--- config.mk ---
export PLATFORM = sky130hd
export DESIGN_NAME = isar_top
export DESIGN_NICKNAME = d
export VERILOG_FILES = /design/src/hw/isar_pkg.sv /design/src/hw/isar_top.sv
export SDC_FILE = /design/constraint.sdc
export NUM_CORES = 1
export LEC_CHECK = 0
export BUFFER_PORTS_ARGS = -buffer_cell sky130_fd_sc_hd__buf_2
export CORE_ASPECT_RATIO = 1.4
export CORE_UTILIZATION = 60
export CTS_CLUSTER_DIAMETER = 120
export DETAILED_ROUTE_END_ITERATION = 16
export GPL_TIMING_DRIVEN = 0
export MAX_ROUTING_LAYER = met4
export PLACE_DENSITY_LB_ADDON = 0.3
export SLEW_MARGIN = 20
export SYNTH_ARGS = -nofsm -noshare
export SYNTH_HDL_FRONTEND = slang
export SYNTH_SLANG_ARGS = --single-unit
--- constraint.sdc ---
create_clock -name i_clk -period 7.11 [get_ports i_clk]
set_input_delay 0.3555 -clock i_clk [delete_from_list [all_inputs] [get_ports i_clk]]
set_output_delay 0.3555 -clock i_clk [all_outputs]
set_load 0.03 [all_outputs]
--- src/hw/isar_pkg.sv ---
// Purpose: shared constants and types of the two-wire slave receiver
// Assumes: one system clock; bus pins sampled, never used as a clock
// Notes: mode bit 0 selects 10-bit addressing, bit 1 start/stop events
`default_nettype none
package isar_pkg;
  localparam logic [1:0] MODE_7B = 2'h0;
  localparam logic [1:0] MODE_10B = 2'h1;
  localparam logic [1:0] MODE_7B_SP = 2'h2;
  localparam logic [1:0] MODE_10B_SP = 2'h3;
  localparam int MODE_TEN_POS = 0;
  localparam int MODE_SP_POS = 1;
  localparam logic [4:0] HI10_PAT = 5'h1e;
  localparam logic [3:0] ACK_SLOT = 4'h8;
  localparam logic [3:0] LAST_BIT = 4'h7;
  localparam logic CKP_RST = 1'h1;
  localparam int FIFO_DEPTH = 16;
  localparam int RX_W = 9;

  typedef struct packed {
    logic [1:0] mode;
    logic stretch_en;
    logic addr_hold_en;
    logic data_hold_en;
    logic buffer_overwrite_enable;
  } isar_cfg_t;

  typedef struct packed {
    logic event_flag;
    logic update_addr;
    logic buf_full;
    logic rx_ovf;
    logic clk_release;
    logic ack_time;
    logic start_seen;
    logic stop_seen;
    logic rw;
    logic data_n_addr;
  } isar_stat_t;

  typedef struct packed {
    logic is_data;
    logic [7:0] value;
  } isar_rx_t;

  typedef enum logic [4:0] {
    ST_IDLE = 5'h01,
    ST_ADDR = 5'h02,
    ST_ADDR_LO = 5'h04,
    ST_DATA = 5'h08,
    ST_READ = 5'h10
  } isar_state_t;
endpackage : isar_pkg
`default_nettype wire

--- src/hw/isar_top.sv ---
// Purpose: slave address match and receive path of a two-wire port
// Assumes: scl and sda come from pins, 2-flop synchronised here
// Notes: transmit side is not built; a matched read just parks the fsm
`default_nettype none
////////////////////////////////////////////////////////////////////////
module isar_fifo #(
  parameter int W = isar_pkg::RX_W,
  parameter int DEPTH = isar_pkg::FIFO_DEPTH
) (
  input wire logic i_clk, // system clock
  input wire logic i_resetn, // async reset, low
  input wire logic i_valid, // write request
  output logic o_ready, // not full
  input wire logic [W-1:0] i_data, // write word
  output logic o_valid, // not empty
  input wire logic i_ready, // reader pops
  output logic [W-1:0] o_data // head word
);
  localparam int AW = $clog2(DEPTH);
  logic [W-1:0] mem [DEPTH];
  logic [AW:0] wp_ff;
  logic [AW:0] rp_ff;
  logic full;
  assign full = (wp_ff[AW] != rp_ff[AW]) &&
                (wp_ff[AW-1:0] == rp_ff[AW-1:0]);
  assign o_ready = !full;
  assign o_valid = (wp_ff != rp_ff);
  assign o_data = mem[rp_ff[AW-1:0]];

  always_ff @(posedge i_clk) begin
    if (i_valid && !full) begin
      mem[wp_ff[AW-1:0]] <= i_data;
    end
  end

  always_ff @(posedge i_clk or negedge i_resetn) begin
    if (!i_resetn) begin
      wp_ff <= '0;
      rp_ff <= '0;
    end else begin
      if (i_valid && !full) begin
        wp_ff <= wp_ff + 1'b1;
      end
      if (i_ready && o_valid) begin
        rp_ff <= rp_ff + 1'b1;
      end
    end
  end
endmodule : isar_fifo

////////////////////////////////////////////////////////////////////////
module isar_top (
  input wire logic i_clk, // system clock 125 MHz
  input wire logic i_resetn, // async reset, low
  input wire logic i_scl, // scl pin level
  input wire logic i_sda, // sda pin level
  output logic o_scl_o, // scl drive value
  output logic o_scl_oe_n, // scl drive enable, low drives
  output logic o_sda_o, // sda drive value
  output logic o_sda_oe_n, // sda drive enable, low drives
  input wire isar_pkg::isar_cfg_t i_cfg, // static configuration
  input wire logic [7:0] i_own_addr, // own_address_reg value
  input wire logic i_own_addr_wr, // own_address_reg write pulse
  input wire logic i_ack_value, // ack_value_bit, 0 acks
  input wire logic i_clk_release_set, // sets clock_release_bit
  input wire logic i_event_clr, // clears serial_event_flag
  input wire logic i_ovf_clr, // clears receive_overflow_flag
  input wire logic i_rx_rd, // pops receive_buffer
  output isar_pkg::isar_rx_t o_rx, // receive_buffer head
  output logic o_rx_valid, // receive_buffer not empty
  output isar_pkg::isar_stat_t o_stat // status bits
);
  // package items are named in full; nothing is imported
  logic scl_m_ff, scl_s_ff, scl_p_ff;
  logic sda_m_ff, sda_s_ff, sda_p_ff;
  logic [3:0] cnt_ff;
  logic [7:0] shift_ff;
  logic skip_ff;
  isar_pkg::isar_state_t st_ff, tgt_ff;
  logic ua_pend_ff, prior_ff, ok_ff, hold_pend_ff, ack_drive_ff;
  logic ev_ff, ua_ff, ckp_ff, ovf_ff, ack_time_ff;
  logic start_seen_ff, stop_seen_ff, rw_ff, dna_ff;
  logic scl_rise, scl_fall, start_det, stop_det, active;
  logic bit8_fall, bit9_fall, ten, sp_mode, rw_bit;
  logic m7, mhi, addr_ok, lo_ok, is_addr, accept, overflow;
  logic ack_ok, hold, hold_any, fifo_ready, push, ua_set9;
  isar_pkg::isar_rx_t push_word;

  ////////////////////////////////////////////////////////////////////
  // pin synchronisers; first stage feeds only the second
  always_ff @(posedge i_clk or negedge i_resetn) begin
    if (!i_resetn) begin
      scl_m_ff <= 1'h1;
      scl_s_ff <= 1'h1;
      scl_p_ff <= 1'h1;
      sda_m_ff <= 1'h1;
      sda_s_ff <= 1'h1;
      sda_p_ff <= 1'h1;
    end else begin
      scl_m_ff <= i_scl;
      scl_s_ff <= scl_m_ff;
      scl_p_ff <= scl_s_ff;
      sda_m_ff <= i_sda;
      sda_s_ff <= sda_m_ff;
      sda_p_ff <= sda_s_ff;
    end
  end

  assign scl_rise = scl_s_ff && !scl_p_ff;
  assign scl_fall = !scl_s_ff && scl_p_ff;
  // sda moving while scl stays high is a condition, not data
  assign start_det = !sda_s_ff && sda_p_ff && scl_s_ff && scl_p_ff;
  assign stop_det = sda_s_ff && !sda_p_ff && scl_s_ff && scl_p_ff;
  assign active = (st_ff == isar_pkg::ST_ADDR) ||
                  (st_ff == isar_pkg::ST_ADDR_LO) ||
                  (st_ff == isar_pkg::ST_DATA);
  assign bit8_fall = scl_fall && !skip_ff && active &&
                     (cnt_ff == isar_pkg::LAST_BIT);
  assign bit9_fall = scl_fall && !skip_ff && active &&
                     (cnt_ff == isar_pkg::ACK_SLOT);

  ////////////////////////////////////////////////////////////////////
  // bit engine: the scl fall that ends a start is not a data bit
  always_ff @(posedge i_clk or negedge i_resetn) begin
    if (!i_resetn) begin
      cnt_ff <= '0;
      shift_ff <= '0;
      skip_ff <= 1'h0;
    end else if (start_det) begin
      cnt_ff <= '0;
      skip_ff <= 1'h1;
    end else begin
      if (scl_rise && cnt_ff < isar_pkg::ACK_SLOT) begin
        shift_ff <= {shift_ff[6:0], sda_s_ff};
      end
      if (scl_fall && skip_ff) begin
        skip_ff <= 1'h0;
      end else if (bit9_fall) begin
        cnt_ff <= '0;
      end else if (scl_fall && active) begin
        cnt_ff <= cnt_ff + 4'h1;
      end
    end
  end

  ////////////////////////////////////////////////////////////////////
  // byte decisions at the eighth fall
  assign ten = i_cfg.mode[isar_pkg::MODE_TEN_POS];
  assign sp_mode = i_cfg.mode[isar_pkg::MODE_SP_POS];
  assign rw_bit = shift_ff[0];
  assign m7 = (shift_ff[7:1] == i_own_addr[7:1]);
  assign mhi = (shift_ff[7:3] == isar_pkg::HI10_PAT) &&
               (shift_ff[2:1] == i_own_addr[2:1]);
  // a 10-bit read is taken only after a full write match
  assign addr_ok = ten ? (mhi && (!rw_bit || prior_ff)) : m7;
  assign lo_ok = (shift_ff == i_own_addr);
  assign is_addr = (st_ff != isar_pkg::ST_DATA);
  assign accept = (st_ff == isar_pkg::ST_ADDR && addr_ok) ||
                  (st_ff == isar_pkg::ST_ADDR_LO && lo_ok) ||
                  (st_ff == isar_pkg::ST_DATA);
  // overwrite enable ignores the sticky overflow, not a full buffer
  assign overflow = i_cfg.buffer_overwrite_enable ? !fifo_ready :
                    (!fifo_ready || ovf_ff);
  assign ack_ok = accept && !overflow;
  assign hold_any = i_cfg.addr_hold_en || i_cfg.data_hold_en;
  assign hold = is_addr ? i_cfg.addr_hold_en : i_cfg.data_hold_en;
  assign push = bit8_fall && ack_ok;
  assign push_word = '{is_data: !is_addr, value: shift_ff};
  assign ua_set9 = ua_pend_ff &&
                   (ack_drive_ff || st_ff == isar_pkg::ST_ADDR_LO);

  ////////////////////////////////////////////////////////////////////
  // transfer state machine
  always_ff @(posedge i_clk or negedge i_resetn) begin
    if (!i_resetn) begin
      st_ff <= isar_pkg::ST_IDLE;
      tgt_ff <= isar_pkg::ST_IDLE;
      ua_pend_ff <= 1'h0;
      prior_ff <= 1'h0;
    end else if (start_det) begin
      st_ff <= isar_pkg::ST_ADDR; // restart acts as start
    end else if (stop_det) begin
      st_ff <= isar_pkg::ST_IDLE;
      prior_ff <= 1'h0;
    end else if (bit8_fall) begin
      case (st_ff)
        isar_pkg::ST_ADDR: begin
          if (!addr_ok) begin
            st_ff <= isar_pkg::ST_IDLE;
          end
          if (ten && (!mhi || !rw_bit)) begin
            prior_ff <= 1'h0;
          end
          ua_pend_ff <= ten && !rw_bit && addr_ok;
          tgt_ff <= rw_bit ? isar_pkg::ST_READ :
                    (ten ? isar_pkg::ST_ADDR_LO : isar_pkg::ST_DATA);
        end
        isar_pkg::ST_ADDR_LO: begin
          ua_pend_ff <= 1'h1;
          prior_ff <= ack_ok;
          tgt_ff <= lo_ok ? isar_pkg::ST_DATA : isar_pkg::ST_IDLE;
        end
        default: begin
          ua_pend_ff <= 1'h0;
          tgt_ff <= isar_pkg::ST_DATA;
        end
      endcase
    end else if (bit9_fall) begin
      if (ack_drive_ff || st_ff == isar_pkg::ST_ADDR_LO) begin
        st_ff <= tgt_ff;
      end else begin
        st_ff <= isar_pkg::ST_IDLE;
      end
      ua_pend_ff <= 1'h0;
    end
  end

  ////////////////////////////////////////////////////////////////////
  // acknowledge: hardware decides unless the hold mode for that byte kind (address or data) is on
  always_ff @(posedge i_clk or negedge i_resetn) begin
    if (!i_resetn) begin
      ack_drive_ff <= 1'h0;
      hold_pend_ff <= 1'h0;
      ok_ff <= 1'h0;
      ack_time_ff <= 1'h0;
    end else if (start_det || stop_det || bit9_fall) begin
      ack_drive_ff <= 1'h0;
      hold_pend_ff <= 1'h0;
      ack_time_ff <= 1'h0;
    end else if (bit8_fall) begin
      ok_ff <= ack_ok;
      hold_pend_ff <= accept && hold;
      ack_drive_ff <= hold ? (ack_ok && !i_ack_value)
                           : ack_ok;
      ack_time_ff <= accept && hold_any;
    end else if (hold_pend_ff) begin
      // track the bit until the ninth fall closes the ack slot
      ack_drive_ff <= ok_ff && !i_ack_value;
    end
  end

  ////////////////////////////////////////////////////////////////////
  // software-visible flags; hardware update beats software write
  always_ff @(posedge i_clk or negedge i_resetn) begin
    if (!i_resetn) begin
      ev_ff <= 1'h0;
      ua_ff <= 1'h0;
      ckp_ff <= isar_pkg::CKP_RST;
      ovf_ff <= 1'h0;
    end else begin
      ev_ff <= ((start_det || stop_det) && sp_mode) ||
               (bit8_fall && accept && hold) ||
               (bit9_fall && (ack_drive_ff || ua_set9)) ||
               (ev_ff && !i_event_clr);
      ua_ff <= (bit9_fall && ua_set9) ||
               (ua_ff && !i_own_addr_wr);
      if (bit8_fall && accept && hold) begin
        ckp_ff <= 1'h0;
      end else if (bit9_fall && ack_drive_ff && i_cfg.stretch_en &&
                   !ua_pend_ff && tgt_ff != isar_pkg::ST_READ) begin
        ckp_ff <= 1'h0;
      end else if (i_clk_release_set) begin
        ckp_ff <= 1'h1;
      end
      ovf_ff <= (bit8_fall && st_ff == isar_pkg::ST_DATA && overflow) ||
                (ovf_ff && !i_ovf_clr);
    end
  end

  always_ff @(posedge i_clk or negedge i_resetn) begin
    if (!i_resetn) begin
      start_seen_ff <= 1'h0;
      stop_seen_ff <= 1'h0;
      rw_ff <= 1'h0;
      dna_ff <= 1'h0;
    end else begin
      if (start_det) begin
        start_seen_ff <= 1'h1;
        stop_seen_ff <= 1'h0;
      end else if (stop_det) begin
        start_seen_ff <= 1'h0;
        stop_seen_ff <= 1'h1;
      end
      if (bit8_fall && st_ff == isar_pkg::ST_ADDR && addr_ok) begin
        rw_ff <= rw_bit;
        dna_ff <= 1'h0;
      end else if (bit8_fall && st_ff == isar_pkg::ST_DATA) begin
        dna_ff <= 1'h1;
      end
    end
  end

  ////////////////////////////////////////////////////////////////////
  // receive buffer; a full buffer turns into a not-acknowledge
  isar_fifo #(
    .W(isar_pkg::RX_W),
    .DEPTH(isar_pkg::FIFO_DEPTH)
  ) u_rx_fifo (
    .i_clk(i_clk),
    .i_resetn(i_resetn),
    .i_valid(push),
    .o_ready(fifo_ready),
    .i_data(push_word),
    .o_valid(o_rx_valid),
    .i_ready(i_rx_rd),
    .o_data(o_rx)
  );

  assign o_scl_o = 1'h0;
  assign o_scl_oe_n = ckp_ff && !ua_ff;
  assign o_sda_o = 1'h0;
  assign o_sda_oe_n = !(ack_drive_ff &&
                        cnt_ff == isar_pkg::ACK_SLOT);
  assign o_stat = '{event_flag: ev_ff, update_addr: ua_ff,
                    buf_full: !fifo_ready, rx_ovf: ovf_ff,
                    clk_release: ckp_ff, ack_time: ack_time_ff,
                    start_seen: start_seen_ff,
                    stop_seen: stop_seen_ff, rw: rw_ff,
                    data_n_addr: dna_ff};
endmodule : isar_top
`default_nettype wire

Yosys cells after proc, flatten, opt, wreduce, memory -nomap -nowiden
Memories as Yosys holds them, arrays and structs flattened.
Index checks and enable logic that the tools add are counted.
Word-level totals
  output and inout bits: 24
  word-level logic and storage cells: 201
  flip-flop bits (word level): 53
  bits of input ports: 24
  bits in writable memories: 144
  memories: 1
Memory list
  u_rx_fifo.mem: depth 16, bits a word 9, rd ports 1, clocked after memory_dff 0, wr ports 1, RTL line isar_top.sv:20  | logic [W-1:0] mem [DEPTH];
Operators by class
  bitwise gates (word level): 3
  reductions and logical operators: 102
  add/subtract/negate cells: 3
  multiplexer cells: 46
  order comparisons: 1
  equal/unequal tests: 18
Operators with widths (count)
  $logic_and 1x1->1: 50
  $mux 5: 8
  $mux 1: 29
  $mux 4: 6
  $logic_not 1->1: 17
  $logic_or 1x1->1: 17
  $reduce_bool 2->1: 6
  $reduce_bool 3->1: 4
  $add 5x1->5 const B: 2
  $pmux 5 s2: 1
  $reduce_and 3->1: 3
  $eq 8x8->1: 1
  $eq 7x7->1: 1
  $reduce_and 2->1: 3
  $eq 5x2->1 const B: 1
  $eq 5x3->1 const B: 1
  $eq 5x4->1 const B: 1
  $eq 5x5->1 const B: 1
  $ne 5x4->1 const B: 1
  $ne 5x5->1: 1
  $ne 5x5->1 const B: 1
  $add 4x1->4 const B: 1
  $eq 4x3->1 const B: 1
  $eq 4x4->1: 1
  12 further kinds: 15

Depth between registers and ports, before layout
Gate-level depths: netlist of the first run.
  word-level depth: 12
  mapped depth: 8
  depth with buffers taken out: 8

Cells and area by module
From an unflattened synthesis of the first run, not the netlist that was laid out.
Unflattened totals
  cell total of the unflattened synthesis: 519
  area, all modules: 8330.5 um^2
By module, submodules not included
  isar_fifo: times used 1, cells each 303, area an instance 6147.1 um^2, seq. area each 4574.4 um^2
  isar_top: times used 1, cells each 216, area an instance 2183.3 um^2, seq. area each 1062.3 um^2

Worst setup path before layout of the first run
OpenSTA, ideal clock, no wires.
  path kind: register to register
  start point: register shift_ff[5]
  end point: memory u_rx_fifo.mem[3][0] in the netlist's numbering, enable pin
  setup time: 0.387 ns
  period minus slack after synthesis: 2.733 ns
  buffers on the path: 0
  slack: 4.377 ns
  data arrival time: 2.346 ns
  stages on the path, launching flop included: 7
  required time: 6.723 ns
  path through: dfrtp_1 xor2_1 nor4_2 a32oi_1 nor4_4 o211ai_1 nor3_1
On the way
  cells in the longest elaborated chain, start to end: 12
  elaborated cells between the ends (all ways): 15
  classes of those cells: eq/ne: 3; mux: 3; reduce/logical: 9
RTL lines
  start, declared: RTL line isar_top.sv:77  | logic [7:0] shift_ff;
  start signal, assigned: RTL line isar_top.sv:134  | shift_ff <= {shift_ff[6:0], sda_s_ff};
  $eq 5x5->1: RTL line isar_top.sv:152  | assign mhi = (shift_ff[7:3] == isar_pkg::HI10_PAT) &&
  $logic_and 1x1->1: RTL line isar_top.sv:152
  $logic_and 1x1->1: RTL line isar_top.sv:155  | assign addr_ok = ten ? (mhi && (!rw_bit || prior_ff)) : m7;
  $mux 1: RTL line isar_top.sv:155
  $logic_and 1x1->1: RTL line isar_top.sv:158  | assign accept = (st_ff == isar_pkg::ST_ADDR && addr_ok) ||
  $logic_or 1x1->1 (*): RTL line isar_top.sv:158
  $logic_or 1x1->1 (*): RTL line isar_top.sv:159  | (st_ff == isar_pkg::ST_ADDR_LO && lo_ok) ||
  $logic_and 1x1->1 (*): RTL line isar_top.sv:164  | assign ack_ok = accept && !overflow;
  $logic_and 1x1->1 (*): RTL line isar_top.sv:167  | assign push = bit8_fall && ack_ok;
  $logic_and 1x1->1 (*): RTL line isar_top.sv:31  | if (i_valid && !full) begin
  $mux 1 (*): RTL line isar_top.sv:31
  $mux 1 (not written as such) (*): RTL line isar_top.sv:32  | mem[wp_ff[AW-1:0]] <= i_data;
  end, declared: RTL line isar_top.sv:20
Every way passes the cells marked *; elsewhere a longest branch is shown, timed or not.

Worst setup path in the final report of the first run
  start point: register shift_ff[5]
  end point: memory u_rx_fifo.mem[7][8] in the netlist's numbering, enable pin
Same word-level chain as after synthesis.

==> metrics.yaml, run 1 <==
status:
  status: "finished with violations"
  violations: "hold timing"
grt:
  grt_pass1_wl_mm: 26.6
  grt_usage_pct: 26.9
  grt-ovfl-total: 0
  grt_pass1_vias: 4753
  grt_max_degree: 53
  antenna_found_initial: 0
sta:
  timing.hold.ws_ns: -0.0384
  fin_crit_sh_pct: 49.8
  drv_slew: 0
  hold_viol: 43
  worst_pin_slew_ns: 0.983
  fmax_mhz: 282
  slew_headroom_pct: 34.4
  rsz0062_at_grt: "false"
  setup_violations: 0
  worst_slack_ns: 3.57
  min_period_ns: 3.54
  skew_ns: 0.0108
  setup_tns_ns: 0
cells_and_area:
  fin_nets: 581
  fin_cells: 745
  multiInputGateArea_um2: 2490
  final_core_util_pct: 70.0
  diodes: 0
  area_growth_pct: 12.6
  fill_cells: 843
  drive_above_1_share_pct: 31.6
  seq_area_um2: 5640
synthesis:
  synth_seq_cells: 196
  ys.flop_type: "edfxtp_1"
  yosysUniqueCellTypes: 67
  synth_edf_count: 144
  yosysWarnings: 0
  synth_area_per_cell_um2: 17.2
  ys_seq_area_share_pct: 67.5
  postSynthCellCount: 485
  synthArstFlopShare_pct: 26.5
  syn_area_um2: 8360
route:
  vias_per_cell: 6.13
  dr.pass1.iters: 5
  drt_iter0_drc: 287
  drtAntennaViolNets: 0
  wl_per_cell_um: 22.9
  num_vias: 4565
  drt_wl_total_mm: 17.1
  drc: 0
power_and_ir_drop:
  leakagePower_nw: 3.48
  irDropWorstVdd_mv: 0.213
  cellPowerDensity_nw_per_um2: 346
floorplanning:
  die-area_um2: 14400
  rows: 50
  pin_count: 48
  die_w_um: 102
  core-area_um2: 13500
  start_util_pct: 62.1
  die_height_um: 142
placement:
  place_ws_ns: 3.70
  dpl.hpwl_mm: 11.5
  gp_congestion: 0.922
  place_inst: 713
  io_buffers: 45
clock_network:
  cts_tree: "built"
  cts_hold_buf: 0
  postCtsResizedCells: 0
  cts.sinks: 196
  cts_max_path_buffers: 2
  cts_setup_buffers: 0
  cts.root.buffer_cell: "clkbuf_16"
  clock_latency_ns: 0.43
  numCtsBuffers: 17
  path_clk_slew_ns: 0.07
  htreeDepth: 4
worst_setup_path:
  worst_ep_arrival_time_ns: 3.58
  critPathCaptureType: "flop"
  worstSetupPathType: "flop to flop"
  critPathRequiredTime_ns: 7.15
  worstPathMaxFanout: 20
  cp-start-kind: "flop"
worst_hold_path:
  min_path_type: "primary input to asynchronous set/reset pin"
run:
  maxCapViolations: 0
power breakdown:
part	total, mW	internal, mW	leakage, nW	switching [mW]
registers	1.50	1.35	1.97	0.147
clock network	0.942	0.515	0.295	0.428
logic	0.818	0.375	1.22	0.443
metal layers:
metal	wire length, um	global-route usage, %
met5	0	-
met4	589	12.4
met3	769	4.04
met2	9410	46.3
met1	6280	30.8
cells in the final DEF, fill, tap and decap left out, types with 3 or more instances in the layout:
cell / Yosys / final
ha_1: 7 / 7
mux2i_1: 4 / 4
buf_1: 3 / 3
mux2_2: 10 / 10
clkinv_4: 0 / 3
o31ai_1: 3 / 3
o21ai_0: 11 / 11
dfstp_2: 9 / 9
nand2_1: 25 / 25
nor3_1: 6 / 5
clkbuf_16: 0 / 17
nor2b_1: 6 / 6
mux4_2: 45 / 45
clkbuf_1: 7 / 7
inv_8: 0 / 3
buf_4: 13 / 14
and3_1: 15 / 15
nand4b_1: 3 / 3
inv_1: 14 / 14
nor2_1: 21 / 21
a21oi_1: 3 / 3
edfxtp_1: 144 / 144
nand3_1: 4 / 4
dfrtp_1: 43 / 43
nand4_1: 5 / 5
o211ai_1: 3 / 3
buf_2: 4 / 48
xor2_1: 17 / 17
xnor2_1: 9 / 9
inv_6: 0 / 4
worst paths after layout:
| check | to | startpoint | cells past startpoint | slack [ns] |
|---|---|---|---|---|
| min in group i_clk | scl_m_ff$_DFF_PN1_ | i_scl | 1 | 0.02 |
| min | ovf_ff$_DFF_PN0_ | i_resetn | 1 | -0.04 |
| max | u_rx_fifo.mem[7][8]$_DFFE_PP_ | shift_ff[5]$_DFFE_PN0P_ | 6 | 3.57 |
| max reg2reg | u_rx_fifo.mem[7][8]$_DFFE_PP_ | shift_ff[5]$_DFFE_PN0P_ | 6 | 3.57 |
| min reg2reg | sda_s_ff$_DFF_PN1_ | sda_m_ff$_DFF_PN1_ | 0 | 0.36 |
| max in group asynchronous | prior_ff$_DFFE_PN0P_ | i_resetn | 1 | 6.70 |
metrics by stage:
stage | cell area [um^2] | total power, mW
after floorplan | 8360 | 2.07
after global placement | 8810 | 2.31
after detailed placement | 8820 | 2.34
after CTS | 9410 | 3.28
after global routing | 9410 | 3.37
final | 9410 | 3.26
cell families after synthesis:
logic type      share of synthesized area [%]
buf+inv                                  2.79
mux                                      14.1
xor+xnor                                 2.73
compound gates                           4.09
fa+ha+maj                                1.05
flops                                    67.5
simple gates                             7.71
other cells                            0.0449
layout make-up:
type,instances,share of cell area [%]
tap,182,2.42
buffer,30,1.87
timing repair buffer,45,2.42
clock inverter,13,1.45
sequential,196,59.9
inverter,15,0.598
multi-input combinational,245,26.5
clock buffer,19,4.81
cells in the mapped netlist, drive strengths merged, types with 3 or more instances:
cell type    n  share of area, %
nor2b        6              0.45
o21ai       12              0.76
nor3         7              0.55
mux4        45                12
inv         15              0.67
nor2        21              0.94
nand3        5              0.36
dfrtp       43                13
o211ai       3              0.27
o31ai        4              0.52
mux2        11               1.5
nor4         3              0.48
dfstp        9               2.8
o2111ai      3              0.60
clkbuf       9              0.43
nand4        5              0.37
ha           7               1.0
nand4b       3              0.31
nor4b        3              0.49
and3        16               1.3
xnor2        9              0.94
xor2        17               1.8
nand2       25               1.1
buf         21               1.7
mux2i        4              0.48
a21oi        3              0.18
edfxtp     144                52
worst max-delay path: stages (launching register included):
cell,delay (ns)
dfrtp_1,0.86
xor2_1,0.16
nor4_2,0.43
a32oi_1,0.18
nor4_4,0.45
o211ai_1,0.26
nor2b_1,0.81
state kept, by name, summed over array words and instances (netlist names), 4 cells and up:
name	cells
cnt_ff	4
u_rx_fifo.wp_ff	5
u_rx_fifo.mem	144
shift_ff	8
u_rx_fifo.rp_ff	5
st_ff	5
tgt_ff	4
No activity file was read; power rests on OpenSTA's default activity.
==> run 2: changes to the inputs <==
==> constraint.sdc (replaced) <==
create_clock -name i_clk -period 3.5 [get_ports i_clk]
set_input_delay 0.175 -clock i_clk [delete_from_list [all_inputs] [get_ports i_clk]]
set_output_delay 0.175 -clock i_clk [all_outputs]
set_load 0.03 [all_outputs]
==> run 2 against run 1 <==
Compared with the run above: the flow now finishes without violations; sequential power rose by 100%; worst setup slack worse by 3.4 ns; sequential share of layout area shrank 0.37 points; clock-buffer cell count is the same; cell count increased by 0.67%; total power increased by 100%; worst hold slack better by 0.13 ns; wire length is 0.70% higher; fmax up 6.2%; critical path depth up 1.
==> metrics.yaml, run 2 (same netlist as run 1, synthesis figures left out) <==
clock_network:
  cts.sinks: 196  # unchanged
  htreeDepth: 4  # unchanged
  path_clk_slew_ns: 0.07  # about the same
  numCtsBuffers: 17  # unchanged
  cts_max_path_buffers: 2  # unchanged
  cts_tree: "built"
  clock_latency_ns: 0.43  # about the same
  cts.root.buffer_cell: "clkbuf_16"
placement:
  placed_cell_area_um2: 8820  # unchanged
  dpl.hpwl_mm: 11.5  # unchanged
  place_inst: 713  # unchanged
  gp_congestion: 0.922  # unchanged
  io_buffers: 45  # unchanged
worst_setup_path:
  worstPathMaxFanout: 20  # unchanged
  cpPeakStageDelay_ns: 0.86  # about the same
  critPathRequiredTime_ns: 3.56  # -3.59 ns
  critPathCaptureType: "flop"
  worstSetupPathType: "flop to flop"
  worst_ep_arrival_time_ns: 3.39  # -0.19 ns
  critPathBufInv: 1  # +1
  path_cells: "xor2_1 -> nor4_2 -> a32oi_1 -> nor4_4 -> o21a_4 -> buf_6 -> and3_1"
  cp-start-kind: "flop"
  path_delay_family: "simple AND/OR/NAND/NOR gates"
  slowest_stage: "dfrtp_1"
power_and_ir_drop:
  irDropWorstVdd_mv: 0.432  # +100%
  comb_power_share_pct: 25.1  # about the same
  p_seq_share_pct: 45.9  # about the same
  internal-power_mw: 4.55  # +100%
  p_sw_share_pct: 31.2  # about the same
  power_frac_clock_pct: 29.0  # about the same
  leakagePower_nw: 3.50  # +0.43%
  switching_power_mw: 2.07  # +100%
  cellPowerDensity_nw_per_um2: 700  # +100%
floorplanning:
  die_w_um: 102  # unchanged
  die_height_um: 142  # unchanged
  pin_count: 48  # unchanged
  rows: 50  # unchanged
  core-area_um2: 13500  # unchanged
  start_util_pct: 62.1  # unchanged
  die-area_um2: 14400  # unchanged
grt:
  grt_usage_pct: 27.0  # +0.056 points
  antenna_found_initial: 0  # unchanged
  grt_pass1_wl_mm: 26.6  # +0.18%
  grt-ovfl-total: 0  # unchanged
  grt_pass1_vias: 4762  # +0.19%
  grt_max_degree: 53  # unchanged
sta:
  slew_headroom_pct: 36.3  # +1.9 points
  min_period_ns: 3.33  # -0.207 ns
  setup_tns_ns: 0  # unchanged
  rsz0062_at_grt: "false"
  skew_ns: 0.0109  # +0.000117 ns
  timing.hold.ws_ns: 0.0966  # +0.135 ns
  worst_pin_slew_ns: 0.956  # -0.0268 ns
  fmax_mhz: 300  # +6.2%
  hold_viol: 0  # -100%
  setup_violations: 0  # unchanged
  fin_crit_sh_pct: 95.2  # +45 points
  drv_slew: 0  # unchanged
cells_and_area:
  diodes: 0  # unchanged
  area_growth_pct: 13.3
  final_area_um2: 9470  # +0.63%
  fin_nets: 586  # +0.86%
  final_core_util_pct: 70.4  # +0.44 points
  drive_above_1_share_pct: 31.5  # -0.10 points
  largest_reg_flops: 144  # unchanged
  final_common_cell: "edfxtp_1"
  fin_cells: 750  # +0.67%
  mostFrequentLayoutCells: "edfxtp_1, buf_2, mux4_2, dfrtp_1, nand2_1"
route:
  drt_wl_total_mm: 17.2  # +0.70%
  top_layer: "met4"
  wl_per_cell_um: 22.9  # about the same
  dr.pass1.iters: 5  # unchanged
  drt_iter0_drc: 287  # unchanged
  num_vias: 4579  # +0.31%
  wl_met2_mm: 9.47  # +0.59%
  met1_length_mm: 6.44  # +2.6%
  drc: 0  # unchanged
  vias_per_cell: 6.11  # -0.36%
  wl_met3_um: 633  # -18%
  drtAntennaViolNets: 0  # unchanged
worst_hold_path:
  min_path_type: "primary input to flop"
run:
  maxCapViolations: 0  # unchanged
status:
  status: "finished, final reports clean"
==> run 2: worst register-to-register path: stages, from the launching register on <==
cell and delay, ns:
dfrtp_1 0.86, xor2_1 0.16, nor4_2 0.44, a32oi_1 0.18
nor4_4 0.45, o21a_4 0.23, buf_6 0.14, and3_1 0.50
==> run 2: path summary, 6_finish.rpt <==
check	slack, ns	from	cells past startpoint	end
max reg2reg	0.17	shift_ff[5]$_DFFE_PN0P_	7	u_rx_fifo.mem[5][8]$_DFFE_PP_
max in group asynchronous	2.72	i_resetn	2	prior_ff$_DFFE_PN0P_
min in group asynchronous	0.35	i_resetn	2	ack_time_ff$_DFFE_PN0P_
min	0.1	i_cfg[1]	3	ack_time_ff$_DFFE_PN0P_
min reg2reg	0.36	sda_m_ff$_DFF_PN1_	0	sda_s_ff$_DFF_PN1_
max	0.17	shift_ff[5]$_DFFE_PN0P_	7	u_rx_fifo.mem[5][8]$_DFFE_PP_
==> run 2: what timing repair did <==
action / CTS / global route
resized for setup: 0 / 2
setup buffers: 0 / 0
hold buffers: 4 / 1
endpoints found under the hold margin: 4 / 43
endpoints found under the setup margin: 0 / 18
==> run 2: cell type report <==
cell class | instances | area [um^2]
inverters | 15 | 56.3
fillers | 835 | 3980
well taps | 182 | 228
flip-flops and latches | 196 | 5640
clock inverters | 13 | 136
clock buffers | 19 | 453
plain buffers | 30 | 176
multi-input cells | 245 | 2500
repair buffers | 50 | 278
==> run 2: metrics by stage <==
stage                     worst slack (ns)  power, mW
after floorplan                      0.767       4.21
after global placement              -0.139       4.70
after detailed placement            0.0920       4.76
after CTS                           0.0156       6.66
after global routing                0.0387       6.85
final                                0.167       6.62
==> run 2: power groups by stage <==
stage | Sequential, mW | Combinational, mW | Clock [mW]
global placement | 3.06 | 1.64 | 0
finish | 3.04 | 1.67 | 1.92
floorplan | 2.95 | 1.26 | 0
global route | 3.06 | 1.77 | 2.02
detailed placement | 3.09 | 1.67 | 0
CTS | 3.04 | 1.69 | 1.93
==> run 2: per-layer routing <==
metal | track usage (%) | vias up
met4 | 12.4 | 0
met2 | 46.5 | 161
met1 | 30.8 | 2359
met3 | 4.04 | 34
met5 | - | -
li1 | - | 2025
==> run 3: changes to the inputs <==
==> constraint.sdc (replaced) <==
create_clock -name i_clk -period 3.5 [get_ports i_clk]
set_input_delay 0.7 -clock i_clk [delete_from_list [all_inputs] [get_ports i_clk]]
set_output_delay 0.7 -clock i_clk [all_outputs]
set_load 0.03 [all_outputs]
==> run 3 against run 2 <==
Compared with the run above: highest routed layer unchanged; sequential cell count stayed put; critical endpoint is now o_rx[8]; via count is 0.74% higher; register-to-register slack improved by 0.02 ns.
==> metrics.yaml, run 3 (same netlist as run 1, synthesis figures left out) <==
route:
  dr.pass1.iters: 5  # unchanged
  drt_iter0_drc: 279  # -2.8%
  vias_per_cell: 6.19  # +1.4%
  drtAntennaViolNets: 0  # unchanged
  wl_per_cell_um: 23.0  # +0.50%
  drc: 0  # unchanged
  num_vias: 4613  # +0.74%
  drt_wl_total_mm: 17.1  # -0.17%
sta:
  skew_ns: 0.0106  # -0.000316 ns
  min_period_ns: 3.40  # +0.0682 ns
  worst_slack_ns: 0.0988  # -0.0682 ns
  worst_pin_slew_ns: 0.975  # +0.0186 ns
  rsz0062_at_grt: "false"
  fin_crit_sh_pct: 97.2  # +1.9 points
  fmax_mhz: 294  # -2.0%
  setup_violations: 0  # unchanged
  hold_viol: 0  # unchanged
  slew_headroom_pct: 35.0  # -1.2 points
  setup_tns_ns: 0  # unchanged
  drv_slew: 0  # unchanged
power_and_ir_drop:
  irDropWorstVdd_mv: 0.432  # about the same
  leakagePower_nw: 3.49  # -0.19%
  cellPowerDensity_nw_per_um2: 704  # +0.66%
worst_setup_path:
  critPathRequiredTime_ns: 2.80  # -0.76 ns
  r2r-end: "u_rx_fifo.mem[5][8]$_DFFE_PP_"
  critPathCaptureType: "output port"
  r2r_cells: 7  # unchanged
  worstReg2RegStart: "shift_ff[5]$_DFFE_PN0P_"
  worstSetupPathType: "flop to output port"
  rrSetupSlack_ns: 0.19  # +0.02 ns
  worst_ep_arrival_time_ns: 2.70  # -0.69 ns
  cp-start-kind: "flop"
  worstPathMaxFanout: 10  # -50%
placement:
  dpl.hpwl_mm: 11.5  # unchanged
  gp_congestion: 0.922  # unchanged
  io_buffers: 45  # unchanged
  place_ws_ns: 0.0920  # unchanged
cells_and_area:
  final_common_cell: "edfxtp_1"
  multiInputGateArea_um2: 2500  # unchanged
  seq_area_um2: 5640  # unchanged
  fin_nets: 581  # -0.85%
  largest_reg_flops: 144  # unchanged
  mostFrequentLayoutCells: "edfxtp_1, buf_2, mux4_2, dfrtp_1, nand2_1"
  diodes: 0  # unchanged
  area_growth_pct: 12.9
  drive_above_1_share_pct: 32.5  # +0.99 points
  fill_cells: 835  # unchanged
run:
  maxCapViolations: 0  # unchanged
floorplanning:
  start_util_pct: 62.1  # unchanged
  core-area_um2: 13500  # unchanged
  die_w_um: 102  # unchanged
  die_height_um: 142  # unchanged
  die-area_um2: 14400  # unchanged
  rows: 50  # unchanged
  pin_count: 48  # unchanged
clock_network:
  cts_hold_buf: 0  # -4
  cts.root.buffer_cell: "clkbuf_16"
  cts.sinks: 196  # unchanged
  htreeDepth: 4  # unchanged
  path_clk_slew_ns: 0.07  # about the same
  clock_latency_ns: 0.43  # about the same
  cts_tree: "built"
  numCtsBuffers: 17  # unchanged
  cts_max_path_buffers: 2  # unchanged
grt:
  grt_max_degree: 53  # unchanged
  grt_pass1_vias: 4755  # -0.15%
  grt_usage_pct: 26.9  # -0.056 points
  grt_pass1_wl_mm: 26.6  # -0.18%
  antenna_found_initial: 0  # unchanged
  grt-ovfl-total: 0  # unchanged
status:
  status: "finished, final reports clean"
worst_hold_path:
  min_path_type: "primary input to asynchronous set/reset pin"
-- run 3: cell count changes in the layout (fill, tap and decap cells not counted), sizes merged --
cell	change
buf	-1
clkdlybuf4s18	+1
dlygate4sd3	-5
-- run 3: timing repair --
item | 4_1_cts | 5_1_grt
setup buffers | 0 | 0
setup endpoints to repair | 9 | 21
resized for setup | 7 | 3
-- run 3: per-layer routing --
| layer | GRT usage [%] | up-vias | share of wire [%] |
|---|---|---|---|
| li1 | - | 2012 | - |
| met1 | 30.8 | 2374 | 37 |
| met2 | 46.4 | 193 | 55 |
| met3 | 4.04 | 34 | 4.1 |
| met4 | 12.4 | 0 | 3.6 |
| met5 | - | - | 0 |
-- run 3: per-stage QoR --
stage	instance area [um^2]	hold WS (ns)	cells	total power [mW]	utilization [%]
4_1_cts	9420	0.355	745	6.68	70.1
2_1_floorplan	8360	0.345	486	4.21	-
6_report	9430	0.306	745	6.64	70.1
3_5_place_dp	8820	0.348	713	4.76	65.6
5_1_grt	9430	0.351	745	6.86	70.1
3_3_place_gp	8810	0.348	713	4.70	65.5
-- run 3: worst max-delay path, stage by stage, from the launching register on --
cell and delay (ns):
dfrtp_1 0.45, clkdlybuf4s18_2 0.50, mux4_2 0.61, mux4_2 0.51
buf_2 0.20
-- run 3: report_power, final --
group          switching [mW]  internal [mW]  total, mW
logic                   0.905          0.778       1.68
clock network           0.871           1.05       1.92
registers               0.300           2.74       3.04
total                    2.08           4.57       6.64
-- run 3: worst max path at each step --
stage | slack, ns | to | start
CTS | 0.02 | u_rx_fifo.mem[7][8]$_DFFE_PP_ | shift_ff[5]$_DFFE_PN0P_
floorplan | 0.60 | u_rx_fifo.mem[3][0]$_DFFE_PP_ | i_own_addr[5]
global placement | -0.18 | u_rx_fifo.mem[3][3]$_DFFE_PP_ | i_own_addr[5]
detailed placement | 0.09 | u_rx_fifo.mem[7][1]$_DFFE_PP_ | shift_ff[5]$_DFFE_PN0P_
global route | 0.003 | o_rx[0] | u_rx_fifo.rp_ff[0]$_DFFE_PN0P_
finish | 0.1 | o_rx[8] | u_rx_fifo.rp_ff[0]$_DFFE_PN0P_
-- run 3: layout make-up --
type,count,share of cell area [%]
buffer,30,2.03
clock buffer,19,4.80
clock inverter,13,1.45
inverter,15,0.597
multi-input combinational,245,26.5
sequential,196,59.8
tap,182,2.41
timing repair buffer,45,2.41
